`config.mk`:
```
export PLATFORM = sky130hd
export DESIGN_NAME = tcc_timer
export DESIGN_NICKNAME = d
export VERILOG_FILES = /design/src/hdl/tcc_pkg.sv /design/src/hdl/tcc_filt_if.sv /design/src/hdl/tcc_in_filter.sv /design/src/hdl/tcc_timer.sv
export SDC_FILE = /design/constraint.sdc
export NUM_CORES = 1
export LEC_CHECK = 0
export ABC_CLOCK_PERIOD_IN_PS = 6600
export BUFFER_PORTS_ARGS = -buffer_cell sky130_fd_sc_hd__buf_2
export CORE_MARGIN = 4
export CORE_UTILIZATION = 64
export DETAILED_ROUTE_END_ITERATION = 7
export GPL_TIMING_DRIVEN = 0
export PLACE_DENSITY = 0.84
export SLEW_MARGIN = 20
export SYNTH_ARGS = -nofsm -noshare
export SYNTH_HDL_FRONTEND = slang
export SYNTH_SLANG_ARGS = --single-unit
export TNS_END_PERCENT = 5
```
`constraint.sdc`:
```
create_clock -name core_clk -period 6.6 [get_ports core_clk]
set_input_delay 1.98 -clock core_clk [delete_from_list [all_inputs] [get_ports core_clk]]
set_output_delay 1.98 -clock core_clk [all_outputs]
set_load 0.01 [all_outputs]
```
`src/hdl/tcc_pkg.sv`:
```
// Package of constants and types for the 16-bit timer/capture block
package tcc_pkg;
	localparam int CNT_W = 16;
	localparam int PRE_W = 7;
	localparam logic [15:0] ADDR_PORT_LATCH = 16'hff00;
	localparam logic [15:0] ADDR_PORT_DIR = 16'hff20;
	localparam logic [15:0] ADDR_COUNT_LO = 16'hff10;
	localparam logic [15:0] ADDR_COUNT_HI = 16'hff11;
	localparam logic [15:0] ADDR_CCA_LO = 16'hff12;
	localparam logic [15:0] ADDR_CCA_HI = 16'hff13;
	localparam logic [15:0] ADDR_CCB_LO = 16'hff14;
	localparam logic [15:0] ADDR_CCB_HI = 16'hff15;
	localparam logic [15:0] ADDR_RUN_MODE = 16'hff60;
	localparam logic [15:0] ADDR_CLK_EDGE = 16'hff61;
	localparam logic [15:0] ADDR_CC_CTRL = 16'hff62;
	localparam logic [15:0] ADDR_OUT_CTRL = 16'hff63;
	localparam logic [7:0] RST_ZERO = 8'h00;
	localparam logic [7:0] RST_PORT_DIR = 8'hff;
	// Bit positions
	localparam int RM_WRAP = 0;
	localparam int RM_EDGE_TOG = 1;
	localparam int RM_LO = 2;
	localparam int RM_HI = 3;
	localparam int CC_A_CAP = 0;
	localparam int CC_A_TRIG = 1;
	localparam int CC_B_CAP = 2;
	localparam int OC_PIN_EN = 0;
	localparam int OC_TOG_A = 1;
	localparam int OC_CLEAR = 2;
	localparam int OC_SET = 3;
	localparam int OC_TOG_B = 4;
	localparam int CS_LO = 0;
	localparam int IN0_EDGE_LO = 4;
	localparam int IN1_EDGE_LO = 6;
	localparam int SHARED_PIN = 5;
	// Divider exponents of the count clock choices
	localparam int DIV_EXP_0 = 1;
	localparam int DIV_EXP_1 = 4;
	localparam int DIV_EXP_2 = 7;
	localparam logic [1:0] CLK_SEL_EDGE = 2'h3;
	localparam logic [1:0] EDGE_FALL = 2'h0;
	localparam logic [1:0] EDGE_RISE = 2'h1;
	localparam logic [1:0] EDGE_BOTH = 2'h3;
	typedef enum logic [1:0] {
		RM_STOP,
		RM_FREE,
		RM_CLR_EDGE,
		RM_CLR_MATCH
	} tcc_run_e;
endpackage

```
`src/hdl/tcc_filt_if.sv`:
```
// Interface between the timer core and its input noise filters
`timescale 1ns/1ps
interface tcc_filt_if;
	logic tick;
	logic level;
	logic rise;
	logic fall;
	modport filt (
		input tick,
		output level,
		output rise,
		output fall
	);
	modport core (
		output tick,
		input level,
		input rise,
		input fall
	);
endinterface

```
`src/hdl/tcc_in_filter.sv`:
```
// Pin synchroniser and two-sample noise filter for one timer input
`timescale 1ns/1ps
module tcc_in_filter import tcc_pkg::*; (
	// Clock and reset
	input wire logic core_clk,
	input wire logic reset,
	// Raw pin
	input wire logic pin,
	// Core side
	tcc_filt_if.filt f
);
	typedef struct packed {
		logic s1;
		logic s2;
		logic samp;
		logic lvl;
		logic rise;
		logic fall;
	} tcc_filt_s;

	tcc_filt_s q;
	tcc_filt_s d;

	always_comb begin
		d = q;
		d.s1 = pin;
		d.s2 = q.s1;
		d.rise = 1'b0;
		d.fall = 1'b0;
		if (f.tick) begin
			d.samp = q.s2;
			// New level needs two equal samples before it is taken
			if (q.s2 == q.samp && q.s2 != q.lvl) begin
				d.lvl = q.s2;
				d.rise = q.s2;
				d.fall = ~q.s2;
			end
		end
	end

	always_ff @(posedge core_clk) begin
		if (reset) begin
			q <= '0;
		end else begin
			q <= d;
		end
	end

	assign f.level = q.lvl;
	assign f.rise = q.rise;
	assign f.fall = q.fall;
endmodule

```
`src/hdl/tcc_timer.sv`:
```
// Top of the 16-bit timer with two capture/compare registers
`timescale 1ns/1ps
// Functional notes
// - Run mode: stop, free, edge clear, match clear
// - Count advances each count clock unless stopped
// - Compare equality raises that register's request
// - Capture only after two equal input samples
// - Match clear with A=FFFF sets wrap flag
// - Register B compare at 0, capture at 1
// - A trigger: input 1 edge, or opposite input 0
// - Register A compare at 0, capture at 1
// - Both-edge input 0 with trigger 1: no capture
// - Match B toggles output when enabled
// - Match A toggles output when enabled
// - Set/clear pair: 00 keep, 01 clear, 10 set
// - Set and clear bits always read zero
// - Pin enable selects output flip-flop over port
// - Input 1 edge: falling, rising, both
// - Input 0 edge: falling, rising, both
// - Count clock: fx/2, fx/16, fx/128, input 0
// - Interval: clear on match A, keep counting, request
// - Interval period is N+1 count clocks
// - Reset clears control registers, direction to FF
module tcc_timer import tcc_pkg::*; #(
	parameter int COUNT_W = CNT_W
) (
	// Clock and reset
	input wire logic core_clk,
	input wire logic reset,
	// Register port
	input wire logic [15:0] addr,
	input wire logic [7:0] wr_data,
	input wire logic wr_en,
	input wire logic rd_en,
	output logic [7:0] rd_data,
	// Timer pins
	input wire logic timer_input_0,
	input wire logic timer_input_1,
	output logic timer_output_pin_o,
	output logic timer_output_pin_oe,
	// Interrupt requests, one-cycle pulses
	output logic match_a_irq,
	output logic match_b_irq
);
	if (COUNT_W != 16) begin : g_bad_width
		$error("byte-wide register port serves a 16-bit counter only");
	end

	typedef struct packed {
		logic [PRE_W-1:0] pre;
		logic [COUNT_W-1:0] count;
		logic [COUNT_W-1:0] cc_a;
		logic [COUNT_W-1:0] cc_b;
		logic [3:0] run_mode_control;
		logic [2:0] cc_control;
		logic [4:0] out_control;
		logic [7:0] clock_edge_select;
		logic [7:0] port_direction;
		logic [7:0] port_latch;
		logic out_ff;
		logic [7:0] rd_data;
		logic pin_o;
		logic pin_oe;
		logic irq_a;
		logic irq_b;
	} tcc_state_s;

	tcc_state_s q;
	tcc_state_s d;

	tcc_filt_if f0 ();
	tcc_filt_if f1 ();

	tcc_in_filter u_filt0 (
		.core_clk(core_clk),
		.reset(reset),
		.pin(timer_input_0),
		.f(f0.filt)
	);

	tcc_in_filter u_filt1 (
		.core_clk(core_clk),
		.reset(reset),
		.pin(timer_input_1),
		.f(f1.filt)
	);

	// True when the low bits of the prescaler are all ones
	function automatic logic div_tick(logic [PRE_W-1:0] p, int unsigned e);
		logic [PRE_W-1:0] mask;
		mask = PRE_W'((1 << e) - 1);
		return (p & mask) == mask;
	endfunction

	function automatic logic valid_edge(logic [1:0] sel, logic r, logic f);
		logic v;
		v = 1'b0;
		case (sel)
			EDGE_FALL: v = f;
			EDGE_RISE: v = r;
			EDGE_BOTH: v = r | f;
			default: v = 1'b0;
		endcase
		return v;
	endfunction

	logic [1:0] clk_sel;
	logic [1:0] in0_edge;
	logic [1:0] in1_edge;
	tcc_run_e run;
	logic running;
	logic pre_tick;
	logic count_tick;
	logic in0_valid;
	logic in1_valid;
	logic in0_opposite;
	logic cmp_a_hit;
	logic cmp_b_hit;
	logic cap_a;
	logic cap_b;
	logic toggle;

	assign clk_sel = q.clock_edge_select[CS_LO+1:CS_LO];
	assign in0_edge = q.clock_edge_select[IN0_EDGE_LO+1:IN0_EDGE_LO];
	assign in1_edge = q.clock_edge_select[IN1_EDGE_LO+1:IN1_EDGE_LO];
	assign run = tcc_run_e'(q.run_mode_control[RM_HI:RM_LO]);
	assign running = run != RM_STOP;
	always_comb begin
		case (clk_sel)
			2'h0: pre_tick = div_tick(q.pre, DIV_EXP_0);
			2'h1: pre_tick = div_tick(q.pre, DIV_EXP_1);
			2'h2: pre_tick = div_tick(q.pre, DIV_EXP_2);
			default: pre_tick = div_tick(q.pre, DIV_EXP_0);
		endcase
	end
	assign count_tick = (clk_sel == CLK_SEL_EDGE) ? in0_valid : pre_tick;
	assign f0.tick = pre_tick;
	assign f1.tick = pre_tick;
	assign in0_valid = valid_edge(in0_edge, f0.rise, f0.fall);
	assign in1_valid = valid_edge(in1_edge, f1.rise, f1.fall);
	// Opposite phase of the input 0 edge; none when both edges are valid
	assign in0_opposite = (in0_edge == EDGE_FALL) ? f0.rise :
		(in0_edge == EDGE_RISE) ? f0.fall : 1'b0;
	assign cmp_a_hit = running && count_tick &&
		!q.cc_control[CC_A_CAP] && q.count == q.cc_a;
	assign cmp_b_hit = running && count_tick &&
		!q.cc_control[CC_B_CAP] && q.count == q.cc_b;
	assign cap_a = q.cc_control[CC_A_CAP] &&
		(q.cc_control[CC_A_TRIG] ? in0_opposite : in1_valid);
	assign cap_b = q.cc_control[CC_B_CAP] && in0_valid;
	// Simultaneous inversions cancel in pairs; three of them still invert
	assign toggle = (q.out_control[OC_TOG_A] & cmp_a_hit) ^
		(q.out_control[OC_TOG_B] & cmp_b_hit) ^
		(q.run_mode_control[RM_EDGE_TOG] & running & in0_valid);

	always_comb begin
		d = q;
		d.pre = q.pre + 1'b1;
		d.rd_data = RST_ZERO;
		d.irq_a = cmp_a_hit | cap_a;
		d.irq_b = cmp_b_hit | cap_b;
		// Counter
		if (!running) begin
			d.count = '0;
		end else begin
			if (count_tick) begin
				if (run == RM_CLR_MATCH && q.count == q.cc_a) begin
					d.count = '0;
				end else begin
					d.count = q.count + 1'b1;
				end
			end
			if (run == RM_CLR_EDGE && in0_valid) begin
				d.count = '0;
			end
		end
		// Captures take the count seen when the filter confirms
		if (cap_a) begin
			d.cc_a = q.count;
		end
		if (cap_b) begin
			d.cc_b = q.count;
		end
		if (toggle) begin
			d.out_ff = ~q.out_ff;
		end
		// Register writes
		if (wr_en) begin
			case (addr)
				ADDR_PORT_LATCH: d.port_latch = wr_data;
				ADDR_PORT_DIR: d.port_direction = wr_data;
				ADDR_CCA_LO: if (!cap_a) d.cc_a[7:0] = wr_data;
				ADDR_CCA_HI: if (!cap_a) d.cc_a[15:8] = wr_data;
				ADDR_CCB_LO: if (!cap_b) d.cc_b[7:0] = wr_data;
				ADDR_CCB_HI: if (!cap_b) d.cc_b[15:8] = wr_data;
				ADDR_RUN_MODE: d.run_mode_control = wr_data[3:0];
				ADDR_CLK_EDGE: d.clock_edge_select = wr_data;
				ADDR_CC_CTRL: d.cc_control = wr_data[2:0];
				ADDR_OUT_CTRL: begin
					d.out_control = wr_data[4:0];
					case ({wr_data[OC_SET], wr_data[OC_CLEAR]})
						2'b01: d.out_ff = 1'b0;
						2'b10: d.out_ff = 1'b1;
						default: d.out_ff = toggle ^ q.out_ff;
					endcase
				end
				default: ;
			endcase
		end
		// Wrap flag: hardware set wins over a software write
		if (running && count_tick && q.count == '1) begin
			d.run_mode_control[RM_WRAP] = 1'b1;
		end
		// Read data stands in the cycle after the strobe
		if (rd_en) begin
			case (addr)
				ADDR_PORT_LATCH: d.rd_data = q.port_latch;
				ADDR_PORT_DIR: d.rd_data = q.port_direction;
				ADDR_COUNT_LO: d.rd_data = q.count[7:0];
				ADDR_COUNT_HI: d.rd_data = q.count[15:8];
				ADDR_CCA_LO: d.rd_data = q.cc_a[7:0];
				ADDR_CCA_HI: d.rd_data = q.cc_a[15:8];
				ADDR_CCB_LO: d.rd_data = q.cc_b[7:0];
				ADDR_CCB_HI: d.rd_data = q.cc_b[15:8];
				ADDR_RUN_MODE: d.rd_data = {4'h0, q.run_mode_control};
				ADDR_CLK_EDGE: d.rd_data = q.clock_edge_select;
				ADDR_CC_CTRL: d.rd_data = {5'h00, q.cc_control};
				ADDR_OUT_CTRL: d.rd_data = {3'h0, q.out_control[OC_TOG_B],
					2'h0, q.out_control[OC_TOG_A:OC_PIN_EN]};
				default: d.rd_data = RST_ZERO;
			endcase
		end
		// Shared pin: timer output or port latch, enabled by direction
		d.pin_o = d.out_control[OC_PIN_EN] ? d.out_ff :
			d.port_latch[SHARED_PIN];
		d.pin_oe = ~d.port_direction[SHARED_PIN];
	end

	always_ff @(posedge core_clk) begin
		if (reset) begin
			q <= '0;
			q.port_direction <= RST_PORT_DIR;
		end else begin
			q <= d;
		end
	end

	assign rd_data = q.rd_data;
	assign timer_output_pin_o = q.pin_o;
	assign timer_output_pin_oe = q.pin_oe;
	assign match_a_irq = q.irq_a;
	assign match_b_irq = q.irq_b;
endmodule

```
Word-level counts from Yosys, hierarchy flattened
Cells that the tools add are included.
Word-level totals
  memories: 0
  bits in registers: 116
  logic and storage cells: 149
  ROM bits: 0
  output and inout port bits: 12
  latch bits: 0
  input port bits: 30
  RAM bits: 0
Cells by class
  shifts and indexed selects: 0
  reductions and logical operators: 32
  multipliers: 0
  $lt $le $gt $ge: 0
  bitwise logic cells: 20
  eq/ne operators: 32
  add/sub/neg operators: 2
  div/mod/pow operators: 0
  muxes and demuxes: 31
Operator list (count)
  $eq A16 B16 Y1 const B: 13
  $pmux W8 S12: 1
  $mux W8: 11
  $mux W69: 1
  $mux W16: 3
  $eq A16 B16 Y1: 2
  $reduce_and A2 Y1: 9
  $add A16 B1 Y16 const B: 1
  $eq A2 B2 Y1 const B: 7
  $logic_and A1 B1 Y1: 12
  $not A1 Y1: 9
  $reduce_or A3 Y1: 3
  $eq A2 B1 Y1 const B: 4
  $mux W1: 8
  $add A7 B1 Y7 const B: 1
  $eq A7 B7 Y1 const B: 1
  $pmux W1 S3: 2
  $reduce_bool A2 Y1: 3
  $mux W5: 1
  $and A1 B1 Y1: 4
  $eq A4 B4 Y1 const B: 1
  $logic_not A2 Y1: 2
  $mux W4: 1
  $or A1 B1 Y1: 4
  other kinds (7): 13

Logic depth before layout (Yosys ltp)
  depth in word-level cells: 14
  depth in mapped cells: 10
  mapped depth without buffers: 8

Hierarchy
Synthesis repeated with hierarchy kept, for this count alone.
Unflattened totals
  cell total of the unflattened synthesis: 720
  area total of the unflattened synthesis: 5965.7 sq um
Modules (own cells, without submodules)
  tcc_timer: area each 5562.8 sq um, sequential area each 2042.0 sq um, times used 1, cells an instance 682
  tcc_in_filter: area each 201.4 sq um, sequential area each 120.1 sq um, times used 2, cells an instance 19

Worst setup path before layout
Ideal clock, no wire load.
  path kind: input to register
  start: input addr[1]
  end: register q, in the netlist timer_output_pin_o
  stages on the path: 7
  path buffers: 2
  library setup time: 0.126 ns
  setup slack: 2.792 ns
  data arrival time: 3.682 ns
  data required time: 6.474 ns
  cell sequence: buf_2 -> or3b_1 -> or4_1 -> buf_2 -> or3_1 -> o22ai_1 -> nor3_2
On the way
  longest elaborated chain between the ends: 4
  elaborated cells on any way between the ends: 7
  classes of those cells: 2 x eq/ne; 5 x mux
RTL lines
  from (decl): line tcc_timer.sv:31  | input wire logic [15:0] addr,
  $eq A16 B16 Y1: line tcc_timer.sv:189  | case (addr)
  $mux W8, or another cell as far along: line tcc_timer.sv:189
  $mux W69 *: line tcc_timer.sv:188  | if (wr_en) begin
  $mux W1 *: line tcc_timer.sv:234  | d.pin_o = d.out_control[OC_PIN_EN] ? d.out_ff :
  to (decl): line tcc_timer.sv:68  | tcc_state_s q;
Mark *: on every way between the ends. The rest lies on a longest branch, timed or not. The select of a mux whose other input is x is not followed.
A chain may end at the register's enable or synchronous reset.

Final worst setup path
  start: input addr[0]
  end: register q, in the netlist rd_data[2]
On the way
  longest elaborated chain between the ends: 2
  elaborated cells on any way between the ends: 13
  classes of those cells: 12 x eq/ne; 1 x mux
RTL lines
  $eq A16 B16 Y1: line tcc_timer.sv:216  | case (addr)
  $pmux W8 S12 *: line tcc_timer.sv:216
Mark *: on every way between the ends. The rest lies on a longest branch, timed or not.

==> run metrics <==
HP Class reg2reg; CTS Root Cell clkbuf_8; Antenna Nets Post-Route 0; cell count along the critical path 6; Worst slew margin 27.9%; CP arrival 4.22 ns; port bufs 35; placed insts 868; top cell type's share of synthesized area 37.7%; Final Skew 0.00709 ns; number of global-route vias before repair 5803; CP Buf/Inv Count 3; Post-synth EDFFs 0; Final min period 3.82 ns; hpwl dp 13.4 mm; maximum clock path buffer count 2; Synth cell types 65; most common cell in the synthesized netlist dfxtp_1; fill cell count 678; Max IR drop VDD 219 uV; Mapped Nets 740; leading cell types by count after synthesis dfxtp_1 (114), nor2_1 (82), nand2_1 (59), clkbuf_1 (44), mux2i_1 (36); clock latency at the later pin of the worst-skew pair 0.54 ns; first-pass GRT wire length 30.5 mm; Crit path required time 7.00 ns; Area contributors post-synth dfxtp_1 (38%), mux2i_1 (5.9%), nor2_1 (5.1%); Synth Cell Area 6060 um^2; failing checks DRC; register area share after synthesis 37.7%; total negative slack 0 ns; Worst-Margin Slew 1.07 ns; PD cells 246 nW/um^2; P&R area growth vs syn 15.6%; r2r worst-path depth 7; Final Slew Violations 0; GRT Total Usage 35.1%; row count 35; Ys Warns 0; non-filler cells, final 899; share of cells above drive strength 1 14.3%; drt wl/cell 21.2 um; end point of the critical path rd_data[2]; worst reg2reg startpoint clk_sel[0]; fmax 262 MHz; register area 2280 um^2; Placer Congestion 0.962; chip width 105 um; max-cap violations 0; ys async rst share 0%; Multi-input gate area 3450 um^2; Reg-to-Reg End q[89]; largest net degree at the start of global routing 17; Final setup viols 0; area of the core 9240 um^2; unrepaired setup endpoints after global routing no; Pwr Total 0.00172 W; Iter 0 DRT Violations 829; drt pass-1 iters 8; final WL 19.1 mm; startpoint types input pin; period utilisation layout 57.8%; worst slack at placement 2.36 ns; worst-path maximum fanout 10; Synth area leader dfxtp_1; Num CTS Buffers 17; Crit path largest cell delay 0.59 ns; Synth Flop Type dfxtp_1; Leak 2.67 nW; Reg clk slew, reported paths 0.06 ns; Hold Buf Count CTS 0; #FFs+latches synth 114; slowest CP cell buf_1; total congestion overflow 0; CP endpoint kind register; H-tree Lvls 4; worst setup margin 2.78 ns; crit-path cells buf_2 > buf_1 > buf_1 > mux2_2 > a222oi_1 > a21oi_1; Die ar. 11100 um^2; Die Ht 105 um; reg2reg setup slack 3.85 ns; status finished with violations; worst setup path startpoint addr[0]; Vias/cell 6.65; WS Path Type in2reg; Starting Density 65.6%; CP most frequent cell buf_1; DRC Markers 8; Hold Fails Final Rpt 0; Resized cells post-CTS 0; vias post-DR 5979; synthesized instance count 704; Num Clock Sinks 114; Top-Level Pins 42; synthesized area per cell 8.61 um^2; TritonCTS clock tree built; diode count 0; Post-CTS Setup Bufs 0; cell class contributing the biggest share of worst-path delay buffers and inverters; initial antenna violation count 0; NumNets Final 794
==> layout make-up <==
| class | instances | area share (%) |
|---|---|---|
| timing repair buffer | 35 | 2.50 |
| inverter | 10 | 0.536 |
| clock buffer | 21 | 6.42 |
| tap | 129 | 2.31 |
| sequential | 114 | 32.6 |
| clock inverter | 10 | 2.25 |
| multi-input combinational | 516 | 49.3 |
| buffer | 64 | 4.07 |
==> worst min-delay path by stage <==
stage | endpoint | from | slack (ns) | cells after the start
2_1_floorplan | u_filt0.q[4] | u_filt0.d[4] | 0.41 | 1
3_3_place_gp | u_filt0.q[4] | u_filt0.d[4] | 0.42 | 1
3_5_place_dp | u_filt0.q[4] | u_filt0.d[4] | 0.44 | 1
4_1_cts | u_filt0.q[4] | u_filt0.d[4] | 0.45 | 1
5_1_grt | u_filt0.q[4] | u_filt0.d[4] | 0.47 | 1
6_report | u_filt0.q[4] | u_filt0.d[4] | 0.45 | 1
==> logic make-up (layout without fill, tap and decap cells) <==
kind of cell | after synthesis | in the layout | synth area share (%)
AND/OR/NAND/NOR | 276 | 276 | 24.2
multiplexers | 48 | 48 | 8.18
XOR/XNOR | 52 | 52 | 7.52
adder cells (fa/ha/maj) | 6 | 6 | 1.24
flip-flops | 114 | 114 | 37.7
AO/OA/AOI/OAI | 134 | 134 | 15.8
buffers and inverters | 74 | 140 | 5.33
==> where the power goes <==
part	leakage [nW]	switching, W	internal (W)
logic	1.46	0.0000525	0.0000224
registers	0.920	0.00000240	0.000692
clock network	0.290	0.000323	0.000628
total	2.67	0.000378	0.00134
==> through the flow <==
stage	utilization [%]	area, um^2	hold slack [ns]
floorplan	-	6060	0.414
global placement	69.2	6390	0.424
detailed placement	69.2	6390	0.437
CTS	75.8	7000	0.454
global route	75.8	7000	0.465
finish	75.8	7000	0.448
==> worst register-to-register path, stage by stage (launching register included) <==
cell and delay, ns:
dfxtp_1 0.43, inv_1 0.07, ha_1 0.36, o31a_1 0.37, nor3_1 0.88, nand3_1 0.22, xnor2_1 0.17, nor2b_1 0.14
==> routing by layer <==
layer | share of wire [%] | GRT usage (%)
met5 | 0 | 0
met4 | 5.4 | 17.1
met3 | 12 | 9.74
met2 | 44 | 54.2
met1 | 39 | 45.1
==> placed cells by master, fill, tap and decap left out, types with 6 or more instances in the layout <==
cell / instances
dfxtp_1: 114
nor2_1: 82
nand2_1: 59
clkbuf_1: 46
buf_2: 41
mux2i_1: 36
nand3_1: 32
a21oi_1: 30
xor2_1: 29
xnor2_1: 23
o21ai_0: 18
a311oi_1: 18
nor2b_1: 17
clkbuf_16: 16
nand4_1: 15
a211oi_1: 14
mux2_2: 12
inv_1: 10
nor4_1: 10
nand2b_1: 9
a222oi_1: 9
buf_4: 8
a211o_1: 7
a221oi_1: 6
ha_1: 6
==> flip-flops by register name, indices dropped and copies added (netlist names) <==
signal / flops
u_filt0.f.rise: 1
u_filt1.f.fall: 1
u_filt0.f.fall: 1
u_filt0.d: 1
rd_data: 8
timer_output_pin_o: 1
clk_sel: 2
u_filt1.f.level: 1
match_a_irq: 1
u_filt1.q: 2
in1_edge: 2
q: 84
u_filt1.d: 1
u_filt1.f.rise: 1
in0_edge: 2
u_filt0.q: 2
u_filt0.f.level: 1
match_b_irq: 1
timer_output_pin_oe: 1
Note: power is estimated with default switching activity, not from simulation.
